===== config.mk =====
export PLATFORM = sky130hd
export DESIGN_NAME = ivp_top
export DESIGN_NICKNAME = d
export VERILOG_FILES = /design/src/ivp_pkg.sv /design/src/ivp_if.sv /design/src/ivp_arbiter.sv /design/src/ivp_top.sv
export SDC_FILE = /design/constraint.sdc
export NUM_CORES = 1
export LEC_CHECK = 0
export BUFFER_PORTS_ARGS = -buffer_cell sky130_fd_sc_hd__clkbuf_2
export CAP_MARGIN = 25
export CORE_AREA = 3 3 81 83
export DETAILED_ROUTE_END_ITERATION = 8
export DIE_AREA = 0 0 84 86
export PLACE_DENSITY = 0.72
export SYNTH_ARGS = -nofsm -noshare
export SYNTH_HDL_FRONTEND = slang
export SYNTH_SLANG_ARGS = --single-unit

===== constraint.sdc =====
create_clock -name sys_clk_i -period 1.95 [get_ports sys_clk_i]
set_input_delay 0.2925 -clock sys_clk_i [delete_from_list [all_inputs] [get_ports sys_clk_i]]
set_output_delay 0.2925 -clock sys_clk_i [all_outputs]
set_load 0.03 [all_outputs]

===== src/ivp_pkg.sv =====
// Package: vector map constants for the vector placement block
package ivp_pkg;
   localparam int ADDR_W = 14;
   localparam int NUM_IRQ = 25;
   localparam int IDX_W = 5;
   localparam logic [ADDR_W-1:0] RESET_ADDR_APP = 14'h0000;
   localparam logic [ADDR_W-1:0] BOOT_RESET_16K = 14'h1c00;
   localparam logic [ADDR_W-1:0] BOOT_RESET_8K = 14'h0c00;
   localparam logic [ADDR_W-1:0] VEC_STRIDE_16K = 14'h0002;
   localparam logic [ADDR_W-1:0] VEC_STRIDE_8K = 14'h0001;
   localparam logic [ADDR_W-1:0] VEC_FIRST_16K = 14'h0002;
   localparam logic [ADDR_W-1:0] VEC_FIRST_8K = 14'h0001;
   localparam logic FUSE_UNPROGRAMMED = 1'b1;
   localparam logic [7:0] MCU_CTRL_ADDR = 8'h35;
   localparam int VSEL_BIT = 1;
   localparam int VCE_BIT = 0;
   localparam logic [7:0] MCU_CTRL_RESET = 8'h00;
   localparam logic [IDX_W-1:0] IDX_PROGRAM_STORE_READY = 5'h18;
   typedef enum logic [2:0] {
      IVP_RESET = 3'b001,
      IVP_IDLE = 3'b010,
      IVP_WAIT = 3'b100
   } ivp_state_e;
endpackage


===== src/ivp_if.sv =====
// Interface: pending request vector between arbiter and sequencer
`timescale 1ns/10ps
interface ivp_arb_if;
   logic [ivp_pkg::NUM_IRQ-1:0] pending;
   logic valid;
   logic [ivp_pkg::IDX_W-1:0] index;
   modport arb (input pending, output valid, output index);
   modport seq (output pending, input valid, input index);
endinterface


===== src/ivp_arbiter.sv =====
// Fixed-priority pick of the lowest numbered pending request
`timescale 1ns/10ps
module ivp_arbiter (
   ivp_arb_if.arb arb
);
   always_comb begin
      arb.valid = 1'b0;
      arb.index = '0;
      for (int i = ivp_pkg::NUM_IRQ - 1; i >= 0; i--) begin
         if (arb.pending[i]) begin
            arb.valid = 1'b1;
            arb.index = ivp_pkg::IDX_W'(i);
         end
      end
   end
endmodule


===== src/ivp_top.sv =====
// Top: reset and interrupt vector address generation
//
// What this block does
// - Unprogrammed fuse: reset starts at zero
// - Programmed fuse: reset at boot address
// - Fuse one unprogrammed, zero programmed
// - Select bit adds boot start to vectors
// - First vector 0x002 or boot plus 0x0002
// - External requests at 0x0002 and 0x0004
// - Pin change groups at 0x0006 to 0x000A
// - Async timer vectors 0x000E to 0x0012
// - Sixteen-bit timer vectors 0x0014 to 0x001A
// - First timer vectors 0x001C to 0x0020
// - Serial transfer complete at 0x0022
// - Serial port vectors 0x0024 to 0x0028
// - Program store ready last at 0x0032
// - Vectors two words apart, fixed order
// - Reset and vector base chosen independently
// - Small variant boot reset at 0xC00
// - Small variant one-word vectors, 0x001 upward
// - Select bit 1, change enable bit 0
`timescale 1ns/10ps
module ivp_top #(
   parameter bit WIDE_VECTORS = 1'b1
) (
   // Clock and reset
   input wire logic sys_clk_i,
   input wire logic resetn_i,
   // Fuse strap, sampled after reset release
   input wire logic boot_reset_fuse_i,
   // Control register write port from the core
   input wire logic ctrl_we_i,
   input wire logic [7:0] ctrl_addr_i,
   input wire logic [7:0] ctrl_wdata_i,
   // Interrupt requests, bit 0 is vector number 2
   input wire logic [ivp_pkg::NUM_IRQ-1:0] irq_i,
   // Fetch side handshake with the core
   input wire logic ack_i,
   output logic fetch_valid_o,
   output logic fetch_is_reset_o,
   output logic [ivp_pkg::ADDR_W-1:0] fetch_addr_o,
   output logic [ivp_pkg::IDX_W-1:0] fetch_index_o,
   // Control register readback
   output logic [7:0] mcu_control_reg_o
);
   ivp_arb_if arb_bus ();

   ivp_arbiter u_arb (
      .arb(arb_bus.arb)
   );

   logic [ivp_pkg::NUM_IRQ-1:0] irq_m;
   logic [ivp_pkg::NUM_IRQ-1:0] irq_s;
   logic fuse_m;
   logic fuse_s;
   logic fuse_latched;
   logic vector_select_boot;
   logic vector_change_enable;
   logic next_fuse_latched;
   logic next_vector_select_boot;
   logic next_vector_change_enable;
   ivp_pkg::ivp_state_e state;
   ivp_pkg::ivp_state_e next_state;
   logic valid;
   logic next_valid;
   logic is_reset;
   logic next_is_reset;
   logic [ivp_pkg::ADDR_W-1:0] addr;
   logic [ivp_pkg::ADDR_W-1:0] next_addr;
   logic [ivp_pkg::IDX_W-1:0] index;
   logic [ivp_pkg::IDX_W-1:0] next_index;
   logic [ivp_pkg::ADDR_W-1:0] boot_base;
   logic [ivp_pkg::ADDR_W-1:0] stride;
   logic [ivp_pkg::ADDR_W-1:0] first_vec;
   logic [ivp_pkg::ADDR_W-1:0] vec_base;
   logic [ivp_pkg::ADDR_W-1:0] reset_target;
   logic [ivp_pkg::ADDR_W-1:0] vec_addr;
   logic offer_vec;

   // Pins are asynchronous: two stages before any use
   always_ff @(posedge sys_clk_i or negedge resetn_i) begin
      if (!resetn_i) begin
         irq_m <= '0;
         irq_s <= '0;
      end else begin
         irq_m <= irq_i;
         irq_s <= irq_m;
      end
   end

   // Fuse stages run through reset, so the strap has settled at release
   always_ff @(posedge sys_clk_i) begin
      fuse_m <= boot_reset_fuse_i;
      fuse_s <= fuse_m;
   end

   assign arb_bus.pending = irq_s;
   assign offer_vec = state == ivp_pkg::IVP_IDLE && arb_bus.valid;

   // Vector map: width follows the variant
   always_comb begin
      if (WIDE_VECTORS) begin
         boot_base = ivp_pkg::BOOT_RESET_16K;
         stride = ivp_pkg::VEC_STRIDE_16K;
         first_vec = ivp_pkg::VEC_FIRST_16K;
      end else begin
         boot_base = ivp_pkg::BOOT_RESET_8K;
         stride = ivp_pkg::VEC_STRIDE_8K;
         first_vec = ivp_pkg::VEC_FIRST_8K;
      end
   end

   // Reset target and vector base are decided apart
   always_comb begin
      if (fuse_latched == ivp_pkg::FUSE_UNPROGRAMMED) begin
         reset_target = ivp_pkg::RESET_ADDR_APP;
      end else begin
         reset_target = boot_base;
      end
      if (vector_select_boot) begin
         vec_base = boot_base;
      end else begin
         vec_base = ivp_pkg::RESET_ADDR_APP;
      end
   end

   // Offset = first + index*stride covers every table entry in order
   assign vec_addr = ivp_pkg::ADDR_W'(vec_base + first_vec
      + ivp_pkg::ADDR_W'(arb_bus.index) * stride);

   // Control register: select bit changes only with change enable set
   always_comb begin
      next_vector_select_boot = vector_select_boot;
      next_vector_change_enable = 1'b0;
      if (ctrl_we_i && ctrl_addr_i == ivp_pkg::MCU_CTRL_ADDR) begin
         next_vector_change_enable = ctrl_wdata_i[ivp_pkg::VCE_BIT];
         if (vector_change_enable && !ctrl_wdata_i[ivp_pkg::VCE_BIT]) begin
            next_vector_select_boot = ctrl_wdata_i[ivp_pkg::VSEL_BIT];
         end
      end
   end

   // Fetch sequencer: reset fetch first, then one vector per ack
   always_comb begin
      next_state = state;
      next_valid = valid;
      next_is_reset = is_reset;
      next_addr = addr;
      next_index = index;
      next_fuse_latched = fuse_latched;
      case (state)
         ivp_pkg::IVP_RESET: begin
            // Fuse strap caught once synchronised
            next_fuse_latched = fuse_s;
            next_state = ivp_pkg::IVP_WAIT;
            next_valid = 1'b1;
            next_is_reset = 1'b1;
            next_addr = (fuse_s == ivp_pkg::FUSE_UNPROGRAMMED)
               ? ivp_pkg::RESET_ADDR_APP : boot_base;
            next_index = '0;
         end
         ivp_pkg::IVP_IDLE: begin
            if (arb_bus.valid) begin
               next_state = ivp_pkg::IVP_WAIT;
               next_valid = 1'b1;
               next_is_reset = 1'b0;
               next_addr = vec_addr;
               next_index = arb_bus.index;
            end
         end
         ivp_pkg::IVP_WAIT: begin
            if (ack_i) begin
               next_state = ivp_pkg::IVP_IDLE;
               next_valid = 1'b0;
               next_is_reset = 1'b0;
            end
         end
         default: begin
            next_state = ivp_pkg::IVP_RESET;
            next_valid = 1'b0;
         end
      endcase
   end

   always_ff @(posedge sys_clk_i or negedge resetn_i) begin
      if (!resetn_i) begin
         state <= ivp_pkg::IVP_RESET;
         valid <= 1'b0;
         is_reset <= 1'b0;
         addr <= ivp_pkg::RESET_ADDR_APP;
         index <= '0;
         fuse_latched <= ivp_pkg::FUSE_UNPROGRAMMED;
         vector_select_boot <= ivp_pkg::MCU_CTRL_RESET[ivp_pkg::VSEL_BIT];
         vector_change_enable <= ivp_pkg::MCU_CTRL_RESET[ivp_pkg::VCE_BIT];
      end else begin
         state <= next_state;
         valid <= next_valid;
         is_reset <= next_is_reset;
         addr <= next_addr;
         index <= next_index;
         fuse_latched <= next_fuse_latched;
         vector_select_boot <= next_vector_select_boot;
         vector_change_enable <= next_vector_change_enable;
      end
   end

   assign fetch_valid_o = valid;
   assign fetch_is_reset_o = is_reset;
   assign fetch_addr_o = addr;
   assign fetch_index_o = index;
   always_comb begin
      mcu_control_reg_o = 8'h00;
      mcu_control_reg_o[ivp_pkg::VSEL_BIT] = vector_select_boot;
      mcu_control_reg_o[ivp_pkg::VCE_BIT] = vector_change_enable;
   end

   reset_app_a: assert property (@(posedge sys_clk_i) disable iff (!resetn_i)
      valid && is_reset && fuse_latched |-> addr == ivp_pkg::RESET_ADDR_APP)
      else $error("reset fetch not at zero with fuse unprogrammed");
   reset_boot_a: assert property (@(posedge sys_clk_i) disable iff (!resetn_i)
      valid && is_reset && !fuse_latched |-> addr == boot_base)
      else $error("reset fetch not at boot address");
   vec_boot_a: assert property (@(posedge sys_clk_i) disable iff (!resetn_i)
      state == ivp_pkg::IVP_IDLE && arb_bus.valid && vector_select_boot
      |=> addr >= boot_base + first_vec)
      else $error("relocated vector below boot section");
   vec_first_a: assert property (@(posedge sys_clk_i) disable iff (!resetn_i)
      state == ivp_pkg::IVP_IDLE && arb_bus.valid && arb_bus.index == 0
      && !vector_select_boot |=> addr == first_vec)
      else $error("first vector misplaced");
   vec_last_a: assert property (@(posedge sys_clk_i) disable iff (!resetn_i)
      state == ivp_pkg::IVP_IDLE && arb_bus.valid && WIDE_VECTORS
      && arb_bus.index == ivp_pkg::IDX_PROGRAM_STORE_READY && !vector_select_boot
      |=> addr == 14'h0032)
      else $error("program store ready vector misplaced");
   vec_prio_a: assert property (@(posedge sys_clk_i) disable iff (!resetn_i)
      state == ivp_pkg::IVP_IDLE && irq_s[0] |=> valid && index == 0)
      else $error("lowest pending vector not taken");
   vsel_hold_a: assert property (@(posedge sys_clk_i) disable iff (!resetn_i)
      !vector_change_enable |=> $stable(vector_select_boot))
      else $error("select bit changed without change enable");
   fetch_hold_a: assert property (@(posedge sys_clk_i) disable iff (!resetn_i)
      valid && !ack_i |=> valid && $stable(addr))
      else $error("fetch address dropped before ack");

   // Spot checks of map and sequencing; the fixed-address ones hold only in the variant they name
   reset_offer_a: assert property (@(posedge sys_clk_i) disable iff (!resetn_i)
      state == ivp_pkg::IVP_RESET |=> valid && is_reset && index == 0)
      else $error("reset fetch not offered first");
   fuse_keep_a: assert property (@(posedge sys_clk_i) disable iff (!resetn_i)
      state != ivp_pkg::IVP_RESET |=> $stable(fuse_latched))
      else $error("fuse value changed after reset fetch");
   fuse_take_a: assert property (@(posedge sys_clk_i) disable iff (!resetn_i)
      state == ivp_pkg::IVP_RESET |=> fuse_latched == $past(fuse_s))
      else $error("fuse value not caught at release");
   vec_app_a: assert property (@(posedge sys_clk_i) disable iff (!resetn_i)
      offer_vec && !vector_select_boot |=> addr < boot_base)
      else $error("vector left application section");
   ext_one_a: assert property (@(posedge sys_clk_i) disable iff (!resetn_i)
      offer_vec && arb_bus.index == 1 && !vector_select_boot
      |=> addr == first_vec + stride)
      else $error("second external request misplaced");
   pin_change_a: assert property (@(posedge sys_clk_i) disable iff (!resetn_i)
      offer_vec && WIDE_VECTORS && arb_bus.index == 4 && !vector_select_boot
      |=> addr == 14'h000a)
      else $error("third pin change vector misplaced");
   wdog_vec_a: assert property (@(posedge sys_clk_i) disable iff (!resetn_i)
      offer_vec && WIDE_VECTORS && arb_bus.index == 5 && !vector_select_boot
      |=> addr == 14'h000c)
      else $error("watchdog vector misplaced");
   timer_capt_a: assert property (@(posedge sys_clk_i) disable iff (!resetn_i)
      offer_vec && WIDE_VECTORS && arb_bus.index == 9 && !vector_select_boot
      |=> addr == 14'h0014)
      else $error("capture vector misplaced");
   spi_done_a: assert property (@(posedge sys_clk_i) disable iff (!resetn_i)
      offer_vec && WIDE_VECTORS && arb_bus.index == 16 && !vector_select_boot
      |=> addr == 14'h0022)
      else $error("transfer complete vector misplaced");
   narrow_last_a: assert property (@(posedge sys_clk_i) disable iff (!resetn_i)
      offer_vec && !WIDE_VECTORS && arb_bus.index == ivp_pkg::IDX_PROGRAM_STORE_READY
      && vector_select_boot |=> addr == 14'h0c19)
      else $error("relocated one-word table end misplaced");
   narrow_boot_a: assert property (@(posedge sys_clk_i) disable iff (!resetn_i)
      valid && is_reset && !fuse_latched && !WIDE_VECTORS |-> addr == 14'h0c00)
      else $error("small variant boot reset misplaced");
   idle_quiet_a: assert property (@(posedge sys_clk_i) disable iff (!resetn_i)
      state == ivp_pkg::IVP_IDLE && !arb_bus.valid |=> !valid)
      else $error("fetch offered with nothing pending");
   ack_drop_a: assert property (@(posedge sys_clk_i) disable iff (!resetn_i)
      valid && ack_i |=> !valid)
      else $error("fetch still offered after ack");
   vce_pulse_a: assert property (@(posedge sys_clk_i) disable iff (!resetn_i)
      vector_change_enable && !ctrl_we_i |=> !vector_change_enable)
      else $error("change enable stood past its window");
   vsel_take_a: assert property (@(posedge sys_clk_i) disable iff (!resetn_i)
      vector_change_enable && ctrl_we_i
      && ctrl_addr_i == ivp_pkg::MCU_CTRL_ADDR
      && !ctrl_wdata_i[ivp_pkg::VCE_BIT]
      |=> vector_select_boot == $past(ctrl_wdata_i[ivp_pkg::VSEL_BIT]))
      else $error("enabled select write not taken");
   ctrl_spare_a: assert property (@(posedge sys_clk_i) disable iff (!resetn_i)
      mcu_control_reg_o[7:2] == 6'h00)
      else $error("unused control bits not zero");
endmodule


==> results by group, run 1 <==
Status
  – Status: finished, violations left
  – Failing checks: setup timing

Setup path
  – WS Path Type: reg -> reg
  – Reg-to-reg startpoint: arb_bus.pending[20]
  – Flop-to-flop setup slack: -0.15 ns
  – Crit end category: register
  – CP arrival: 2.36 ns
  – Crit path launch: arb_bus.pending[20]
  – Highest net fanout along the worst path: 2
  – Crit path launch type: register
  – CP required: 2.21 ns

Synth
  – Proportion of synthesized area in mux cells: 0.00424
  – Avg Synthesized Cell Area: 12.7 um^2
  – Top-count cell post-synth: dfrtp_1
  – Post-synth top area share: 0.640
  – Synth Warn #: 0
  – Cell area after synthesis: 2660 um^2
  – Largest family of logic cells by synthesized area: simple AND/OR/NAND/NOR gates
  – Post-Synth XOR/XNOR Area: 0.00329
  – Area leader, netlist: dfrtp_1
  – Synth Area in Simple Gates: 0.163
  – Post-synth top cells: dfrtp_1 (68), buf_4 (15), nand2_1 (14), nand3_1 (13), o21ai_0 (11)
  – Post-synth top flop: dfrtp_1
  – Adder-Cell Fraction of Synth Area: 0.00471
  – Number of synthesized flops with an enable pin: 0
  – #FFs+latches synth: 71
  – Most area-consuming cells after synthesis: dfrtp_1 (64%), buf_4 (4.2%), nor4_4 (3.2%)
  – Distinct cells, synth: 45
  – Synth Instances: 210
  – Synth Area in Compound Gates: 0.0974
  – Post-synthesis sequential area ratio: 0.665
  – Ys async rst share: 0.972

Hold path
  – Worst Hold Launch: boot_reset_fuse_i
  – Hold Crit Class: in -> reg

Timing
  – Final Worst Setup Slack: -0.149 ns
  – Final worst path period share: 1.08
  – Clock skew: 0.0111 ns
  – Final setup violating endpoints: 3
  – Final Max Tran Viols: 0
  – RSZ-0062 raised after global routing: yes
  – Final Hold Viols: 0
  – Minimum clock period: 2.10 ns
  – Fmax: 476 MHz

Placed design
  – Pre-CTS setup slack: -0.177 ns
  – Port Buffers: 57
  – Gp weighted congestion: 0.787
  – DP Wirelength: 3290 um

Floorplan
  – # rows: 28
  – Die width: 84 um
  – DIE AREA: 7220 um^2
  – Io pins: 75
  – Initial core utilization: 0.449
  – Die H: 86 um
  – Core area: 5920 um^2

Detailed routing
  – Routed length per instance: 12.2 um
  – Residual DRC: 0
  – Via Count: 1795
  – Number of vias per cell: 4.80
  – 1st-iter DRT viols: 34
  – Drt total wl: 4550 um
  – DRT antenna net count: 0
  – Router iterations before antenna repair: 4

Global routing
  – Met3 Use GR: 0.0471
  – GRT Resource Usage Total: 0.132
  – Routing usage on met2: 0.212
  – Largest net degree at the start of global routing: 70
  – Most Crowded Layer GR: met2
  – First-pass GRT wire length: 7510 um
  – Overflow after GRT: 0
  – Vias in the first global route: 1756
  – M1 GR Usage: 0.160
  – Initial antenna violation count: 0

Finish
  – Layout cells sized above 1: 0.411
  – Nets@finish: 341
  – Area Growth Syn to Fin: 28.8%
  – ANT cells: 0

Power
  – P per Cell Area: 1010 nW/um^2
  – Peak VDD IR: 609 uV
  – Power Total: 3.46 mW
  – Leak Pwr: 1.63 nW

Clocking
  – Clock transition at the registers of the reported paths: 0.08 ns
  – CTS tree: yes
  – Sink Count: 71
  – CTS Buffer Depth: 2
  – Clock latency on the worst-skew pair: 0.35 ns
  – Total CTS buffers: 9
  – Root buf cell: clkbuf_8
  – H-tree levels: 3

Flow run
  – Max-Cap Viols: 0
## state kept, by name, summed over array words and instances (netlist names), 3 cells and up
name             count
fetch_index_o        5
irq_m               25
fetch_addr_o         7
arb_bus.pending     25
state                3
## what timing repair did
item                                    in CTS  in global routing
hold buffers                                 1                  0
gates cloned                                 0                  1
buffers inserted                             1                  0
endpoints found under the setup margin       5                  9
pin swaps                                    2                 11
resized for setup                            4                 17
hold endpoints to repair                    68                  0
## where the power goes
| part | internal, mW | leakage [nW] | switching (mW) |
|---|---|---|---|
| clock | 0.539 | 0.0886 | 0.545 |
| combinational | 0.230 | 0.691 | 0.412 |
| sequential | 1.61 | 0.851 | 0.133 |
| total | 2.38 | 1.63 | 1.09 |
## through the flow
stage / std cells / hold slack (ns) / util / instance area (um^2) / setup TNS (ns)
floorplan: 220 / -0.00309 / - / 2710 / -0.00359
global placement: 355 / 0.315 / 0.530 / 3140 / -0.250
detailed placement: 355 / 0.318 / 0.530 / 3140 / -0.433
CTS: 373 / 0.0260 / 0.567 / 3360 / -0.382
global route: 374 / 0.0259 / 0.579 / 3430 / -1.23
finish: 374 / 0.0479 / 0.579 / 3430 / -0.343
## path summary, 6_finish.rpt
check	end	depth (start not counted)
worst min-delay path	fuse_m	1
worst max register to register	fetch_addr_o[5]	8
worst min register to register	fuse_s	0
worst max-delay path	fetch_addr_o[5]	8
min in group asynchronous	vector_change_enable	3
max in group asynchronous	state[0]	3
## final cells by class
| class | instances | area (um^2) |
|---|---|---|
| Multi-Input combinational cell | 121 | 847 |
| Timing Repair Buffer | 83 | 495 |
| Clock inverter | 5 | 40.0 |
| Sequential cell | 71 | 1770 |
| Fill cell | 513 | 2490 |
| Clock buffer | 11 | 151 |
| Inverter | 8 | 30.0 |
| Tap cell | 75 | 93.8 |
## worst max-delay path, stage by stage (launching register included)
cell,delay (ns)
dfrtp_1,0.38
o311a_1,0.37
o41ai_2,0.25
o311a_1,0.28
nor3_2,0.07
nor3_2,0.18
ha_2,0.24
o21ai_1,0.08
o31ai_1,0.18
## logic make-up (layout without fill, tap and decap cells)
kind of cell               count (synthesis)  after routing
AOI/OAI and AO/OA                         38             38
xor gates and xnor gates                   1              1
adders and majority gates                  1              1
buffers and inverters                     28            107
DFF                                       71             71
muxes                                      1              1
other                                      1             11
and+or+nand+nor                           69             69
## metal layers
layer,routed length [um],share of wire
met1,1940,0.43
met2,2230,0.49
met3,305,0.067
met4,71,0.016
met5,0,0
## cell usage in the layout, fill, tap and decap left out, types with 3 or more instances in the layout
cell type and instances:
dfrtp_1 68, clkbuf_2 57, buf_4 24, nand2_1 12, nand3_1 11, conb_1 11
clkbuf_8 11, nor2_1 9, inv_1 8, o21ai_0 7, a21oi_1 6, nor3_1 5
nor4_4 5, nand3b_1 4, o21ai_1 4, a31oi_1 3, o41ai_2 3, clkinvlp_4 3
Note: power is estimated with default switching activity, not from simulation.
==> run 2, diff against run 1 <==
--- a/config.mk
+++ b/config.mk
@@ -11,6 +11,7 @@
 export DETAILED_ROUTE_END_ITERATION = 8
 export DIE_AREA = 0 0 84 86
 export PLACE_DENSITY = 0.72
+export RECOVER_POWER = 100
 export SYNTH_ARGS = -nofsm -noshare
 export SYNTH_HDL_FRONTEND = slang
 export SYNTH_SLANG_ARGS = --single-unit
==> results by group, run 2 (synthesized netlist as in run 1, its figures left out) <==
Status
  – Status: finished, violations left
  – Failing checks: setup timing

Hold path
  – Hold Crit Class: in -> reg

Finish
  – Commonest non-fill, non-tap cell in the layout: dfrtp_1
  – Most frequent cells in the layout: dfrtp_1 (68), clkbuf_2 (39), buf_4 (23)
  – Fillcell total: 523
  – Layout Utilization: 0.572
  – Layout cells sized above 1: 0.348
  – Seq. cell area: 1770 um^2
  – Nets@finish: 341
  – ANT cells: 0
  – Area of the multi-input gates: 847 um^2
  – Area Growth Syn to Fin: 27.4%
  – Non-Filler Instances: 374

Timing
  – Max-slew headroom: 0.423
  – Final worst path period share: 1.08
  – Slew @ Worst Pin: 0.865 ns
  – Fmax: 476 MHz
  – Final Max Tran Viols: 0
  – Minimum clock period: 2.10 ns
  – Final setup violating endpoints: 4
  – Final Hold Viols: 0
  – RSZ-0062 raised after global routing: yes
  – Clock skew: 0.0106 ns
  – Final Worst Setup Slack: -0.150 ns

Setup path
  – Highest net fanout along the worst path: 2
  – CP max-delay cell: dfrtp_1
  – CP arrival: 2.36 ns
  – CP required: 2.21 ns
  – Crit path max-delay family: compound AO/OA/AOI/OAI gates
  – Max stage delay on crit path: 0.38 ns
  – Crit end category: register
  – Crit-path cells: o311a_1 > o41ai_2 > o311a_1 > nor3_2 > nor3_2 > ha_2 > o21ai_1 > o31ai_1
  – Critical path buffer and inverter count: 0
  – Crit path launch type: register
  – WS Path Type: reg -> reg

Detailed routing
  – DRT antenna net count: 0
  – 1st-iter DRT viols: 38
  – Drt total wl: 4600 um
  – Routed length per instance: 12.3 um
  – Router iterations before antenna repair: 4
  – Via Count: 1803
  – Number of vias per cell: 4.82
  – Residual DRC: 0

Global routing
  – Overflow after GRT: 0
  – Initial antenna violation count: 0
  – Vias in the first global route: 1756
  – GRT Resource Usage Total: 0.132
  – First-pass GRT wire length: 7510 um
  – Largest net degree at the start of global routing: 70

Floorplan
  – DIE AREA: 7220 um^2
  – Die width: 84 um
  – Io pins: 75
  – Core area: 5920 um^2
  – Die H: 86 um
  – # rows: 28
  – Initial core utilization: 0.449

Clocking
  – CTS Buffer Depth: 2
  – Total CTS buffers: 9
  – CTS tree: yes
  – Sink Count: 71
  – Clock latency on the worst-skew pair: 0.35 ns
  – Root buf cell: clkbuf_8
  – H-tree levels: 3
  – Clock transition at the registers of the reported paths: 0.08 ns

Power
  – Power Total: 3.45 mW
  – P per Cell Area: 1020 nW/um^2
  – Leak Pwr: 1.56 nW
  – Peak VDD IR: 608 uV

Flow run
  – Max-Cap Viols: 0

Placed design
  – Cells after DPL: 355
  – Gp weighted congestion: 0.787
  – DP Wirelength: 3290 um
  – Port Buffers: 57
[run 2: changes by cell type in the layout (fill, tap and decap cells not counted)]
cell / before / now
and2_0: 0 / 1
and2_1: 2 / 1
buf_12: 1 / 0
buf_4: 24 / 23
clkbuf_1: 0 / 19
clkbuf_2: 57 / 39
clkbuf_4: 0 / 1
[run 2: what timing repair did]
item	CTS	global route
hold buffers	1	0
endpoints found under the hold margin	68	0
setup buffers	1	0
cloned	0	1
pin swaps	2	11
resized for setup	4	17
setup endpoints to repair	5	9
[run 2: where the power goes]
| part | leakage (nW) | internal, mW | switching (mW) | total (mW) |
|---|---|---|---|---|
| clock | 0.0886 | 0.539 | 0.545 | 1.08 |
| sequential | 0.851 | 1.61 | 0.133 | 1.74 |
| combinational | 0.622 | 0.209 | 0.412 | 0.622 |
| total | 1.56 | 2.36 | 1.09 | 3.45 |
[run 2: per-stage QoR]
step	cell area [um^2]	TNS [ns]	setup slack [ns]	hold slack (ns)
after CTS	3360	-0.382	-0.161	0.0260
after global placement	3140	-0.250	-0.116	0.315
after detailed placement	3140	-0.433	-0.177	0.318
final	3390	-0.346	-0.150	0.0477
after floorplan	2710	-0.00359	-0.00359	-0.00309
after global routing	3390	-1.64	-0.266	0.0259
[run 2: final cells by class]
class | instances | share of cell area
Clock buffer | 11 | 0.0447
Clock inverter | 5 | 0.0118
Inverter | 8 | 0.00887
Multi-Input combinational cell | 121 | 0.250
Sequential cell | 71 | 0.522
Tap cell | 75 | 0.0277
Timing Repair Buffer | 83 | 0.135
[run 2: routing by layer]
metal  vias up  wire, um  GRT usage
met5         -         0          0
met4         0        71     0.0614
met3         8       318     0.0471
met2        54      2240      0.212
met1       854      1970      0.160
li1        887         -          -
[run 2: final timing paths]
path / from / end / slack (ns) / cells after the start
setup / recovery: arb_bus.pending[20] / fetch_addr_o[5] / -0.15 / 8
hold / removal: boot_reset_fuse_i / fuse_m / 0.05 / 1
setup reg to reg: arb_bus.pending[20] / fetch_addr_o[5] / -0.15 / 8
hold reg to reg: fuse_m / fuse_s / 0.33 / 0
max in group asynchronous: resetn_i / irq_m[6] / 0.68 / 3
min in group asynchronous: resetn_i / vector_change_enable / 0.71 / 3
